$ cat src/rtl/acc_pkg.sv
package acc_pkg;

	// ----------------------------------------------------------------
	// Command framing
	// ----------------------------------------------------------------
	localparam logic [7:0] CMD_READ        = 8'h08;
	localparam logic [7:0] CMD_WRITE       = 8'h09;
	localparam logic [7:0] LEN_READ        = 8'h03;
	localparam logic [7:0] LEN_WRITE_INDEX = 8'h03;
	localparam logic [7:0] LEN_WRITE_VALUE = 8'h04;
	localparam logic [7:0] ADDR_DATA       = 8'h69;
	localparam logic [7:0] ADDR_INDEX      = 8'h68;
	localparam logic [7:0] REG_SIZE_ONE    = 8'h01;
	localparam logic [7:0] FLAG_NO_INC     = 8'h00;
	localparam logic [7:0] FLAG_INC        = 8'h01;
	localparam logic [7:0] INDEX_TUNING    = 8'h04;
	localparam logic [7:0] INDEX_RESET     = 8'h00;
	localparam logic [7:0] INDEX_STEP      = 8'h01;

	// Parameter byte positions after code and length
	localparam int         MAX_PARAMS      = 4;
	localparam logic [1:0] P_ADDR          = 2'h0;
	localparam logic [1:0] P_SIZE_FLAG     = 2'h1;
	localparam logic [1:0] P_RSVD_INDEX    = 2'h2;
	localparam logic [1:0] P_VALUE         = 2'h3;

	// ----------------------------------------------------------------
	// Replies
	// ----------------------------------------------------------------
	localparam logic [7:0] RESULT_OK       = 8'h00;
	localparam logic [7:0] ERR_LENGTH      = 8'h82;
	localparam logic [7:0] ERR_PARAM       = 8'h82;
	localparam logic [7:0] LEN_NONE        = 8'h00;
	localparam logic [7:0] LEN_ONE         = 8'h01;
	localparam logic [7:0] READ_UNMAPPED   = 8'h00;
	localparam logic [1:0] REPLY_SHORT     = 2'h2;
	localparam logic [1:0] REPLY_LONG      = 2'h3;

	// ----------------------------------------------------------------
	// Tuning register layout
	// ----------------------------------------------------------------
	localparam logic [7:0] TUNING_DEFAULT  = 8'h27;
	localparam logic [7:0] RESERVED_MASK   = 8'hC0;
	localparam int         SENS_MSB        = 5;
	localparam int         SENS_LSB        = 4;
	localparam int         LMI_MSB         = 3;
	localparam int         LMI_LSB         = 0;

endpackage

$ cat src/rtl/frame_collector.sv
module frame_collector
	import acc_pkg::*;
(
	input  wire logic        sys_clk,
	input  wire logic        reset_n,
	input  wire logic [7:0]  cmd_byte,
	input  wire logic        cmd_valid,
	output logic             cmd_ready,
	input  wire logic        frame_taken,
	output logic             frame_valid,
	output logic [7:0]       frame_code,
	output logic [7:0]       frame_len,
	output logic [31:0]      frame_params
);

	typedef enum logic [1:0] {
		c_code,
		c_len,
		c_params,
		c_hold
	} collect_state_t;

	collect_state_t state;
	collect_state_t next_state;
	logic [7:0]     count;
	logic           accept;

	assign accept      = cmd_valid && cmd_ready;
	assign frame_valid = (state == c_hold);

	always_comb begin
		next_state = state;
		unique case (state)
			c_code: begin
				if (accept)
					next_state = c_len;
			end
			c_len: begin
				if (accept)
					next_state = (cmd_byte == LEN_NONE) ? c_hold : c_params;
			end
			c_params: begin
				if (accept && (8'(count + 8'h01) == frame_len))
					next_state = c_hold;
			end
			c_hold: begin
				if (frame_taken)
					next_state = c_code;
			end
		endcase
	end

	always_ff @(posedge sys_clk or negedge reset_n) begin
		if (!reset_n) begin
			state     <= c_code;
			cmd_ready <= 1'b0;
		end else begin
			state     <= next_state;
			// No byte is taken while a frame waits for its reply
			cmd_ready <= (next_state != c_hold);
		end
	end

	always_ff @(posedge sys_clk or negedge reset_n) begin
		if (!reset_n) begin
			frame_code   <= 8'h00;
			frame_len    <= 8'h00;
			frame_params <= 32'h0000_0000;
			count        <= 8'h00;
		end else if (accept) begin
			unique case (state)
				c_code: frame_code <= cmd_byte;
				c_len: begin
					frame_len    <= cmd_byte;
					frame_params <= 32'h0000_0000;
					count        <= 8'h00;
				end
				c_params: begin
					// Bytes beyond the fourth are consumed but not kept
					if (count < 8'(MAX_PARAMS))
						frame_params[count[1:0]*8 +: 8] <= cmd_byte;
					count <= 8'(count + 8'h01);
				end
				c_hold: ;
			endcase
		end
	end

endmodule

$ cat src/rtl/reply_sender.sv
module reply_sender
	import acc_pkg::*;
(
	input  wire logic        sys_clk,
	input  wire logic        reset_n,
	input  wire logic        reply_load,
	input  wire logic [1:0]  reply_count,
	input  wire logic [7:0]  reply_b0,
	input  wire logic [7:0]  reply_b1,
	input  wire logic [7:0]  reply_b2,
	output logic [7:0]       rsp_byte,
	output logic             rsp_valid,
	input  wire logic        rsp_ready
);

	logic [7:0] hold1;
	logic [7:0] hold2;
	logic [1:0] left;

	// Bytes shift toward the output; left counts bytes still to follow the one shown
	always_ff @(posedge sys_clk or negedge reset_n) begin
		if (!reset_n) begin
			rsp_byte  <= 8'h00;
			rsp_valid <= 1'b0;
			hold1     <= 8'h00;
			hold2     <= 8'h00;
			left      <= 2'h0;
		end else if (reply_load && !rsp_valid) begin
			rsp_byte  <= reply_b0;
			rsp_valid <= 1'b1;
			hold1     <= reply_b1;
			hold2     <= reply_b2;
			left      <= 2'(reply_count - 2'h1);
		end else if (rsp_valid && rsp_ready) begin
			if (left == 2'h0) begin
				rsp_valid <= 1'b0;
			end else begin
				rsp_byte <= hold1;
				hold1    <= hold2;
				left     <= 2'(left - 2'h1);
			end
		end
	end

endmodule

$ cat src/rtl/analog_config_register_access.sv
module analog_config_register_access
	import acc_pkg::*;
(
	input  wire logic        sys_clk,
	input  wire logic        reset_n,
	input  wire logic [7:0]  cmd_byte,
	input  wire logic        cmd_valid,
	output logic             cmd_ready,
	output logic [7:0]       rsp_byte,
	output logic             rsp_valid,
	input  wire logic        rsp_ready,
	input  wire logic        protocol_choice_request,
	output logic [1:0]       demod_sensitivity,
	output logic [3:0]       load_mod_index,
	output logic [7:0]       index_pointer
);

	// ----------------------------------------------------------------
	// Helpers
	// ----------------------------------------------------------------
	function automatic logic [7:0] param_at(
		input logic [31:0] params,
		input logic [1:0]  pos
	);
		param_at = params[pos*8 +: 8];
	endfunction

	function automatic logic flag_legal(input logic [7:0] flag);
		flag_legal = (flag == FLAG_NO_INC) || (flag == FLAG_INC);
	endfunction

	// ----------------------------------------------------------------
	// Frame intake
	// ----------------------------------------------------------------
	logic        frame_valid;
	logic [7:0]  frame_code;
	logic [7:0]  frame_len;
	logic [31:0] frame_params;
	logic        exec;

	frame_collector u_collect (
		.sys_clk      (sys_clk),
		.reset_n      (reset_n),
		.cmd_byte     (cmd_byte),
		.cmd_valid    (cmd_valid),
		.cmd_ready    (cmd_ready),
		.frame_taken  (exec),
		.frame_valid  (frame_valid),
		.frame_code   (frame_code),
		.frame_len    (frame_len),
		.frame_params (frame_params)
	);

	// ----------------------------------------------------------------
	// Decode and execute
	// ----------------------------------------------------------------
	logic [7:0] tuning;
	logic [7:0] p_addr;
	logic [7:0] p_size_flag;
	logic [7:0] p_rsvd_index;
	logic [7:0] p_value;
	logic [7:0] read_data;
	logic       reply_load;
	logic [1:0] reply_count;
	logic [7:0] reply_b0;
	logic [7:0] reply_b1;
	logic [7:0] reply_b2;
	logic       index_load;
	logic [7:0] index_new;
	logic       value_store;
	logic [7:0] value_new;
	logic       sender_busy;

	assign p_addr       = param_at(frame_params, P_ADDR);
	assign p_size_flag  = param_at(frame_params, P_SIZE_FLAG);
	assign p_rsvd_index = param_at(frame_params, P_RSVD_INDEX);
	assign p_value      = param_at(frame_params, P_VALUE);

	// One frame is handled per reply; a waiting reply stalls the next
	assign sender_busy = rsp_valid;
	assign exec        = frame_valid && !sender_busy;

	// Only index 04 is backed; other indices read as zero
	assign read_data = (index_pointer == INDEX_TUNING) ?
		tuning : READ_UNMAPPED;

	always_comb begin
		reply_load  = 1'b0;
		reply_count = REPLY_SHORT;
		reply_b0    = RESULT_OK;
		reply_b1    = LEN_NONE;
		reply_b2    = READ_UNMAPPED;
		index_load  = 1'b0;
		index_new   = index_pointer;
		value_store = 1'b0;
		value_new   = tuning;
		if (exec) begin
			unique case (frame_code)
				CMD_READ: begin
					reply_load = 1'b1;
					if (frame_len != LEN_READ) begin
						reply_b0 = ERR_LENGTH;
						reply_b1 = LEN_NONE;
					end else if ((p_addr != ADDR_DATA) ||
						(p_size_flag != REG_SIZE_ONE)) begin
						reply_b0 = ERR_PARAM;
					end else begin
						reply_count = REPLY_LONG;
						reply_b0    = RESULT_OK;
						reply_b1    = LEN_ONE;
						reply_b2    = read_data;
					end
				end
				CMD_WRITE: begin
					reply_load = 1'b1;
					if ((frame_len != LEN_WRITE_INDEX) &&
						(frame_len != LEN_WRITE_VALUE)) begin
						reply_b0 = ERR_LENGTH;
						reply_b1 = LEN_NONE;
					end else if ((p_addr != ADDR_INDEX) ||
						!flag_legal(p_size_flag)) begin
						reply_b0 = ERR_PARAM;
					end else begin
						reply_b0   = RESULT_OK;
						reply_b1   = LEN_NONE;
						index_load = 1'b1;
						index_new  = p_rsvd_index;
						if (frame_len == LEN_WRITE_VALUE) begin
							if (p_rsvd_index == INDEX_TUNING) begin
								value_store = 1'b1;
								value_new   = p_value;
							end
							// Auto-increment moves past the byte just written
							if (p_size_flag == FLAG_INC)
								index_new = 8'(p_rsvd_index + INDEX_STEP);
						end
					end
				end
				// Frames of other commands are dropped without a reply
				default: reply_load = 1'b0;
			endcase
		end
	end

	// ----------------------------------------------------------------
	// Index pointer
	// ----------------------------------------------------------------
	always_ff @(posedge sys_clk or negedge reset_n) begin
		if (!reset_n)
			index_pointer <= INDEX_RESET;
		else if (index_load)
			index_pointer <= index_new;
	end

	// ----------------------------------------------------------------
	// Tuning register
	// ----------------------------------------------------------------
	// Reset stands for power-up, so nothing survives it; defaults load
	// as if a protocol choice had just been made.
	always_ff @(posedge sys_clk or negedge reset_n) begin
		if (!reset_n)
			tuning <= TUNING_DEFAULT;
		else if (value_store)
			// A write in the same cycle as a protocol choice wins
			tuning <= value_new & ~RESERVED_MASK;
		else if (protocol_choice_request)
			tuning <= TUNING_DEFAULT;
	end

	// Fields are passed on raw: the 10 percent code is not settled, so
	// no decoding is done here.
	always_ff @(posedge sys_clk or negedge reset_n) begin
		if (!reset_n) begin
			demod_sensitivity <= TUNING_DEFAULT[SENS_MSB:SENS_LSB];
			load_mod_index    <= TUNING_DEFAULT[LMI_MSB:LMI_LSB];
		end else if (value_store) begin
			demod_sensitivity <= value_new[SENS_MSB:SENS_LSB];
			load_mod_index    <= value_new[LMI_MSB:LMI_LSB];
		end else if (protocol_choice_request) begin
			demod_sensitivity <= TUNING_DEFAULT[SENS_MSB:SENS_LSB];
			load_mod_index    <= TUNING_DEFAULT[LMI_MSB:LMI_LSB];
		end
	end

	// ----------------------------------------------------------------
	// Reply output
	// ----------------------------------------------------------------
	reply_sender u_reply (
		.sys_clk     (sys_clk),
		.reset_n     (reset_n),
		.reply_load  (reply_load),
		.reply_count (reply_count),
		.reply_b0    (reply_b0),
		.reply_b1    (reply_b1),
		.reply_b2    (reply_b2),
		.rsp_byte    (rsp_byte),
		.rsp_valid   (rsp_valid),
		.rsp_ready   (rsp_ready)
	);

endmodule

$ cat config.mk
export PLATFORM = sky130hd
export DESIGN_NAME = analog_config_register_access
export DESIGN_NICKNAME = d
export VERILOG_FILES = /design/src/rtl/acc_pkg.sv /design/src/rtl/frame_collector.sv /design/src/rtl/reply_sender.sv /design/src/rtl/analog_config_register_access.sv
export SDC_FILE = /design/constraint.sdc
export NUM_CORES = 1
export LEC_CHECK = 0
export ABC_AREA = 1
export ABC_CLOCK_PERIOD_IN_PS = 4550
export BUFFER_PORTS_ARGS = -buffer_cell sky130_fd_sc_hd__buf_4
export CAP_MARGIN = 20
export CORE_MARGIN = 4
export CORE_UTILIZATION = 45
export DETAILED_ROUTE_END_ITERATION = 8
export PLACE_DENSITY = 0.73
export RECOVER_POWER = 25
export SETUP_SLACK_MARGIN = 0.15
export SYNTH_ARGS = -nofsm -noshare
export SYNTH_HDL_FRONTEND = slang
export SYNTH_SLANG_ARGS = --single-unit
export TNS_END_PERCENT = 10
$ cat constraint.sdc
create_clock -name sys_clk -period 4.55 [get_ports sys_clk]
set_input_delay 1.1375 -clock sys_clk [delete_from_list [all_inputs] [get_ports sys_clk]]
set_output_delay 1.1375 -clock sys_clk [all_outputs]
set_load 0.02 [all_outputs]
# Word-level counts from Yosys, hierarchy flattened
# Index checks and enable logic that the tools add are counted.
# totals
elab_cells	137
register_bits	108
output_inout_bits	24
in_bits	13
# op_classes
n_mux	67
order_cmp	1
bitwise	2
eq_ne	18
add_sub_neg	5
n_reduce_logical	27
n_shift	2
# ops
cell	count
2-to-1 mux 8 bit	21
case mux 32 bit (2 select lines)	1
2-to-1 mux 6 bit	6
negation 5 -> 34 bit	1
variable shift 8 x 34 -> 32 bit, first input constant	1
indexed part select 8 x 34 -> 32 bit	1
bitwise mux 32 bit	1
2-to-1 mux 32 bit	1
case mux 8 bit (2 select lines)	2
== test 8 x 3 -> 1 bit, second input constant	3
2-to-1 mux 1 bit	22
2-to-1 mux 2 bit	10
adder 8 x 1 -> 8 bit, second input constant	2
== test 8 x 4 -> 1 bit, second input constant	2
logical NOT 8 bit	2
!= test 8 x 7 -> 1 bit, second input constant	2
AND reduction 2 bit	5
== test 8 x 1 -> 1 bit, second input constant	1
== test 8 bit	1
less-than comparator 8 x 3 -> 1 bit, second input constant	1
2-to-1 mux 4 bit	2
!= test 8 x 1 -> 1 bit, second input constant	1
!= test 8 x 2 -> 1 bit, second input constant	1
!= test 8 x 3 -> 1 bit, second input constant	1
other kinds (15)	31

# Logic depth before layout (Yosys ltp)
# depth
ltp_word	9
mapped_depth	15
depth_no_buf	14

# Cells and area by module
# From an unflattened synthesis, not the netlist that was laid out.
# hier_totals
cells_unflattened	717
hier_area_um2	5580.4
# by_module_without_submodules
module	seq_area_each_um2	cells_each	area_per_inst_um2	n_inst
frame_collector	1476.4	352	2971.6	1
analog_config_register_access	355.3	219	1362.6	1
reply_sender	675.6	146	1246.2	1

# Least setup slack after synthesis
# No wires, ideal clock.
# synth_path
path_kind	input -> register
start	in cmd_valid
end	reg u_collect.frame_params[21]
path_buffers	1
path_stages	9
arrival_ps	2099
slack_ps	2328
setup_ps	123
required_ps	4427
path_cell_list	nand2_1 -> inv_2 -> nand2_1 -> nand2_2 -> o211ai_2 -> inv_2 -> buf_4 -> nand3_1 -> o21ai_1
# synth_between
elab_chain_cells	2
# synth_rtl
item	line_no	rtl
from (decl)	analog_config_register_access.sv:7	input wire logic cmd_valid,
logical AND 1 bit	frame_collector.sv:28	assign accept = cmd_valid && cmd_ready;
AND reduction 3 bit (no source line)	n/a	
to (signal, indexed assignment)	frame_collector.sv:81	frame_params[count[1:0]*8 +: 8] <= cmd_byte;
to (decl)	frame_collector.sv:13	output logic [31:0] frame_params
# No other way between the ends.
# A chain may end at the register's enable or synchronous reset.

# Final worst setup path
# layout_path
start	reg u_collect.count[0]
end	reg u_collect.cmd_ready
# layout_between
elab_chain_cells	6
# layout_rtl
item	line_no	rtl
from (decl)	frame_collector.sv:25	logic [7:0] count;
from (signal assigned)	frame_collector.sv:82	count <= 8'(count + 8'h01);
adder 8 x 1 -> 8 bit	frame_collector.sv:43	if (accept && (8'(count + 8'h01) == frame_len))
== test 8 bit	frame_collector.sv:43	
logical AND 1 bit	frame_collector.sv:43	
2-to-1 mux 2 bit	frame_collector.sv:43	
case mux 2 bit (4 select lines)	frame_collector.sv:33	unique case (state)
!= test 2 bit	frame_collector.sv:60	cmd_ready <= (next_state != c_hold);
to (signal assigned)	frame_collector.sv:60	
to (decl)	frame_collector.sv:8	output logic cmd_ready,
# No other way between the ends.

==> results.txt <==
* Result of the run: complete, but fails checks
- The checks that failed: capacitance limit, slew limit.
- Post-Layout Inst Area: 5380 sq um
- The floorplan step set the die width to 111 um.
* Crit path top cell by count: nand2_1
* Later-pin clock latency in the skew report: 370 ps
* Fmax: about 390 MHz
* Maximum buffer depth of the clock tree: 2
- Critical path, cell by cell: inv_2 -> ha_1 -> inv_2 -> a21oi_1 -> nand3_1 -> nor2_1 -> nand3_1 -> nor2_1 -> nand2_1 -> nand2_1 -> nand2_1 -> nand2_1 -> nand3_1
* Clock period minus final worst setup slack: roughly 2600 ps
- The synthesized design contains 93 register bits.
* Post-CTS Repair Setup Buffers: 0
* CTS tree: yes
- 37 I/O pins were placed.
- Setup repair after global routing left no endpoint under its margin.
* Count of unique library cells instantiated by Yosys: 42
- Post-detailed-route wirelength per cell: around 14 um
- Path type of the worst setup path: flop to flop
- Total power for the finished layout comes to 2550 uW.
* Remaining antenna violation count: 0
- Area of the multi-input gates: between 2000 and 2500 sq um
- CORE AREA: a little over 10,000 sq um
* CP max FO: 17
- Hold Crit Class: flop to flop
- Leaving out fill and tap cells, the most frequent cell in the layout is nand2_1.
- Slew @ Worst Pin: 1780 ps
- Number of design-rule violations left by the first detailed-router iteration: 370
- For this run, the total global-route usage over all layers was measured as 18.7%.
* First-pass GRT wire length: about 19,000 um
- The layout has around 960 filler cells.
- The mapped netlist covers around 4800 sq um.
- Initial antenna violation count: 0
- Sequential share of the synthesized area: 48.7%
- The via count of the first global-routing pass was 3,908.
- Using the TritonRoute via totals, the vias-per-cell ratio works out to 5.29.
- Number of sinks handled by clock tree synthesis: 93
- Hold repair after CTS inserted 0 buffers.
- Post-route DRC violation count: 0
- The count of final max-slew check failures is 75.
- Worst clock skew on the final layout: 18.7 ps
* Post-Syn Instances: 600
* Number of detailed-route iterations in the first pass: 5
- Root buffer cell: clkbuf_8
- Maximum number of pins on one net before global-route repair: 75
- Placer's final routability congestion estimate: roughly 0.93
- Max-cap violations in this run came to 1.
- Averaged over all synthesized cells, the footprint is 7.98 sq um.
- Sequential Area: 2330 sq um
- The floorplan step defined a die boundary enclosing between 10,000 and 15,000 sq um.
- Clock slew seen by the registers of the worst setup and hold paths: 100 ps
- Stage delay of the slowest cell on the critical path: around 740 ps
* CP arrival: about 2800 ps
* Leakage power: 0.00248 uW
- STA classifies the critical path endpoint as a flop.
- Together, buffers and inverters on the worst path number 2.
* Total gr overflow: 0
* Post-Route Setup TNS: 0 ps
- Final Hold Vio Count: 0
- Ratio of final minimum period to clock period: between 50 and 60%
- Pwr/cell area: 474 nW/um^2
* Post-DP HPWL: between 8000 and 9000 um
- Max rail drop VDD: roughly 0.30 mV
* Final setup violation count: 0
* Area delta synth->final: 12.4%
- Routed wire length: 11,100 um
- Clock tree synthesis inserted a total of 9 buffers.
* Startpoint kind of the worst setup timing path: flop
* DR vias: between 4,000 and 5,000
- Post-layout net count: around 660
- Once the floorplan was initialized, standard cells occupied between 40% and 50% of the core.
- Max transition margin: -18.9%
* Instance area after placement: 5170 sq um
- The count of buffers added on input and output ports is 35.
- The clock tree synthesis step divided the H-tree into 3 levels.
* Most frequent cells in the layout: 164 x nand2_1, 89 x dfrtp_1, 52 x inv_1
* Floorplan die height: 111 um
* Cell type of the slowest stage on the worst timing path: dfrtp_1
- Post-CTS repair changed the size of 0 cells.
* Diode insertion count for antenna repair: 0
* Number of warnings issued by yosys: 0
- Layout cells sized above 1: 13.8%
- Worst path top cell family by delay: simple AND/OR/NAND/NOR gates
- STA puts the critical path data required time at 4790 ps.
- Core Rows: 37
- Synthesis produced a netlist with a net count of 624.
==> cells by family (layout without fill, tap and decap cells) <==
kind of cell,after synthesis,in the layout,share of synthesized area (%)
AO/OA/AOI/OAI,107,107,12.5
adder cells (fa/ha/maj),11,11,2.87
AND/OR/NAND/NOR,301,301,28.3
buffers and inverters,83,123,6.82
other,1,1,0.0783
XOR/XNOR,4,4,0.732
flip-flops,93,93,48.7
==> worst min-delay path, cell delays in order, from the launching register on <==
cell and delay [ps]:
dfrtp_1 360, nand2_1 50, nand2_1 50
==> power by group <==
part	total [uW]	internal, uW	switching, uW
Combinational	855	255	600
Sequential	1110	974	132
Clock	588	268	320
==> registers in the layout (all words and copies together), names as in the netlist <==
name	count
demod_sensitivity	2
index_pointer	8
load_mod_index	3
tuning	1
u_collect.cmd_ready	1
u_collect.count	8
u_collect.frame_code	8
u_collect.frame_len	8
u_collect.frame_params	30
u_collect.state	2
u_reply.hold1	6
u_reply.hold2	6
u_reply.left	2
u_reply.rsp_byte	7
u_reply.rsp_valid	1
==> synth_stat cells, drive strengths merged <==
master / instances / area share, %
ha: 11 / 2.9
o31ai: 2 / 0.60
inv: 67 / 5.3
o21a: 1 / 0.16
nand4: 23 / 3.1
clkinv: 3 / 0.24
o211ai: 3 / 0.68
a211oi: 1 / 0.16
and2: 1 / 0.13
nand3: 50 / 5.4
nor3: 11 / 1.3
a21oi: 14 / 1.5
dfrtp: 89 / 47
o22ai: 4 / 0.52
o21ai: 76 / 7.9
nor2: 42 / 3.7
clkbuf: 5 / 0.39
a22o: 3 / 0.55
and3: 1 / 0.13
xor2: 4 / 0.73
or2: 1 / 0.13
nand2: 165 / 13
conb: 1 / 0.078
a21boi: 1 / 0.16
buf: 8 / 0.94
a21o: 1 / 0.16
nor4: 7 / 1.4
a31oi: 1 / 0.13
dfstp: 4 / 2.2
==> worst paths after layout <==
path,startpoint,end,slack [ps],cells past startpoint
max in group asynchronous,reset_n,u_collect.frame_params[11],2140,2
worst min-delay path,u_reply.rsp_byte[2],u_reply.rsp_byte[2],480,2
worst max register to register,u_collect.count[0],u_collect.cmd_ready,1970,13
min in group asynchronous,reset_n,index_pointer[5],1230,1
worst max-delay path,u_collect.count[0],u_collect.cmd_ready,1970,13
worst min register to register,u_reply.rsp_byte[2],u_reply.rsp_byte[2],480,2
==> routing by layer <==
layer  track usage (%)  part of all wire [%]  up-vias
met4              4.95                   1.8        0
li1                  -                     -     2060
met3              4.64                   5.0       19
met5                 0                     0        -
met2              30.2                    47      122
met1              25.3                    46     1905
==> final cells by class <==
type                    count  share of cell area, %
clock buffers               9                   2.30
clock inverters             7                   1.60
inverters                  70                   4.88
multi-input cells         424                   39.6
flip-flops and latches     93                   43.3
well taps                 136                   3.16
repair buffers             37                   5.12
==> stage by stage <==
stage,setup WS [ps],util (%),std cells,hold WS (ps)
3_5_place_dp,1790,50.1,760,461
4_1_cts,1970,52.1,776,485
6_report,1970,52.1,776,481
2_1_floorplan,2330,-,600,438
5_1_grt,1780,52.1,776,505
3_3_place_gp,1870,50.1,760,455
Note: power is estimated with default switching activity, not from simulation.
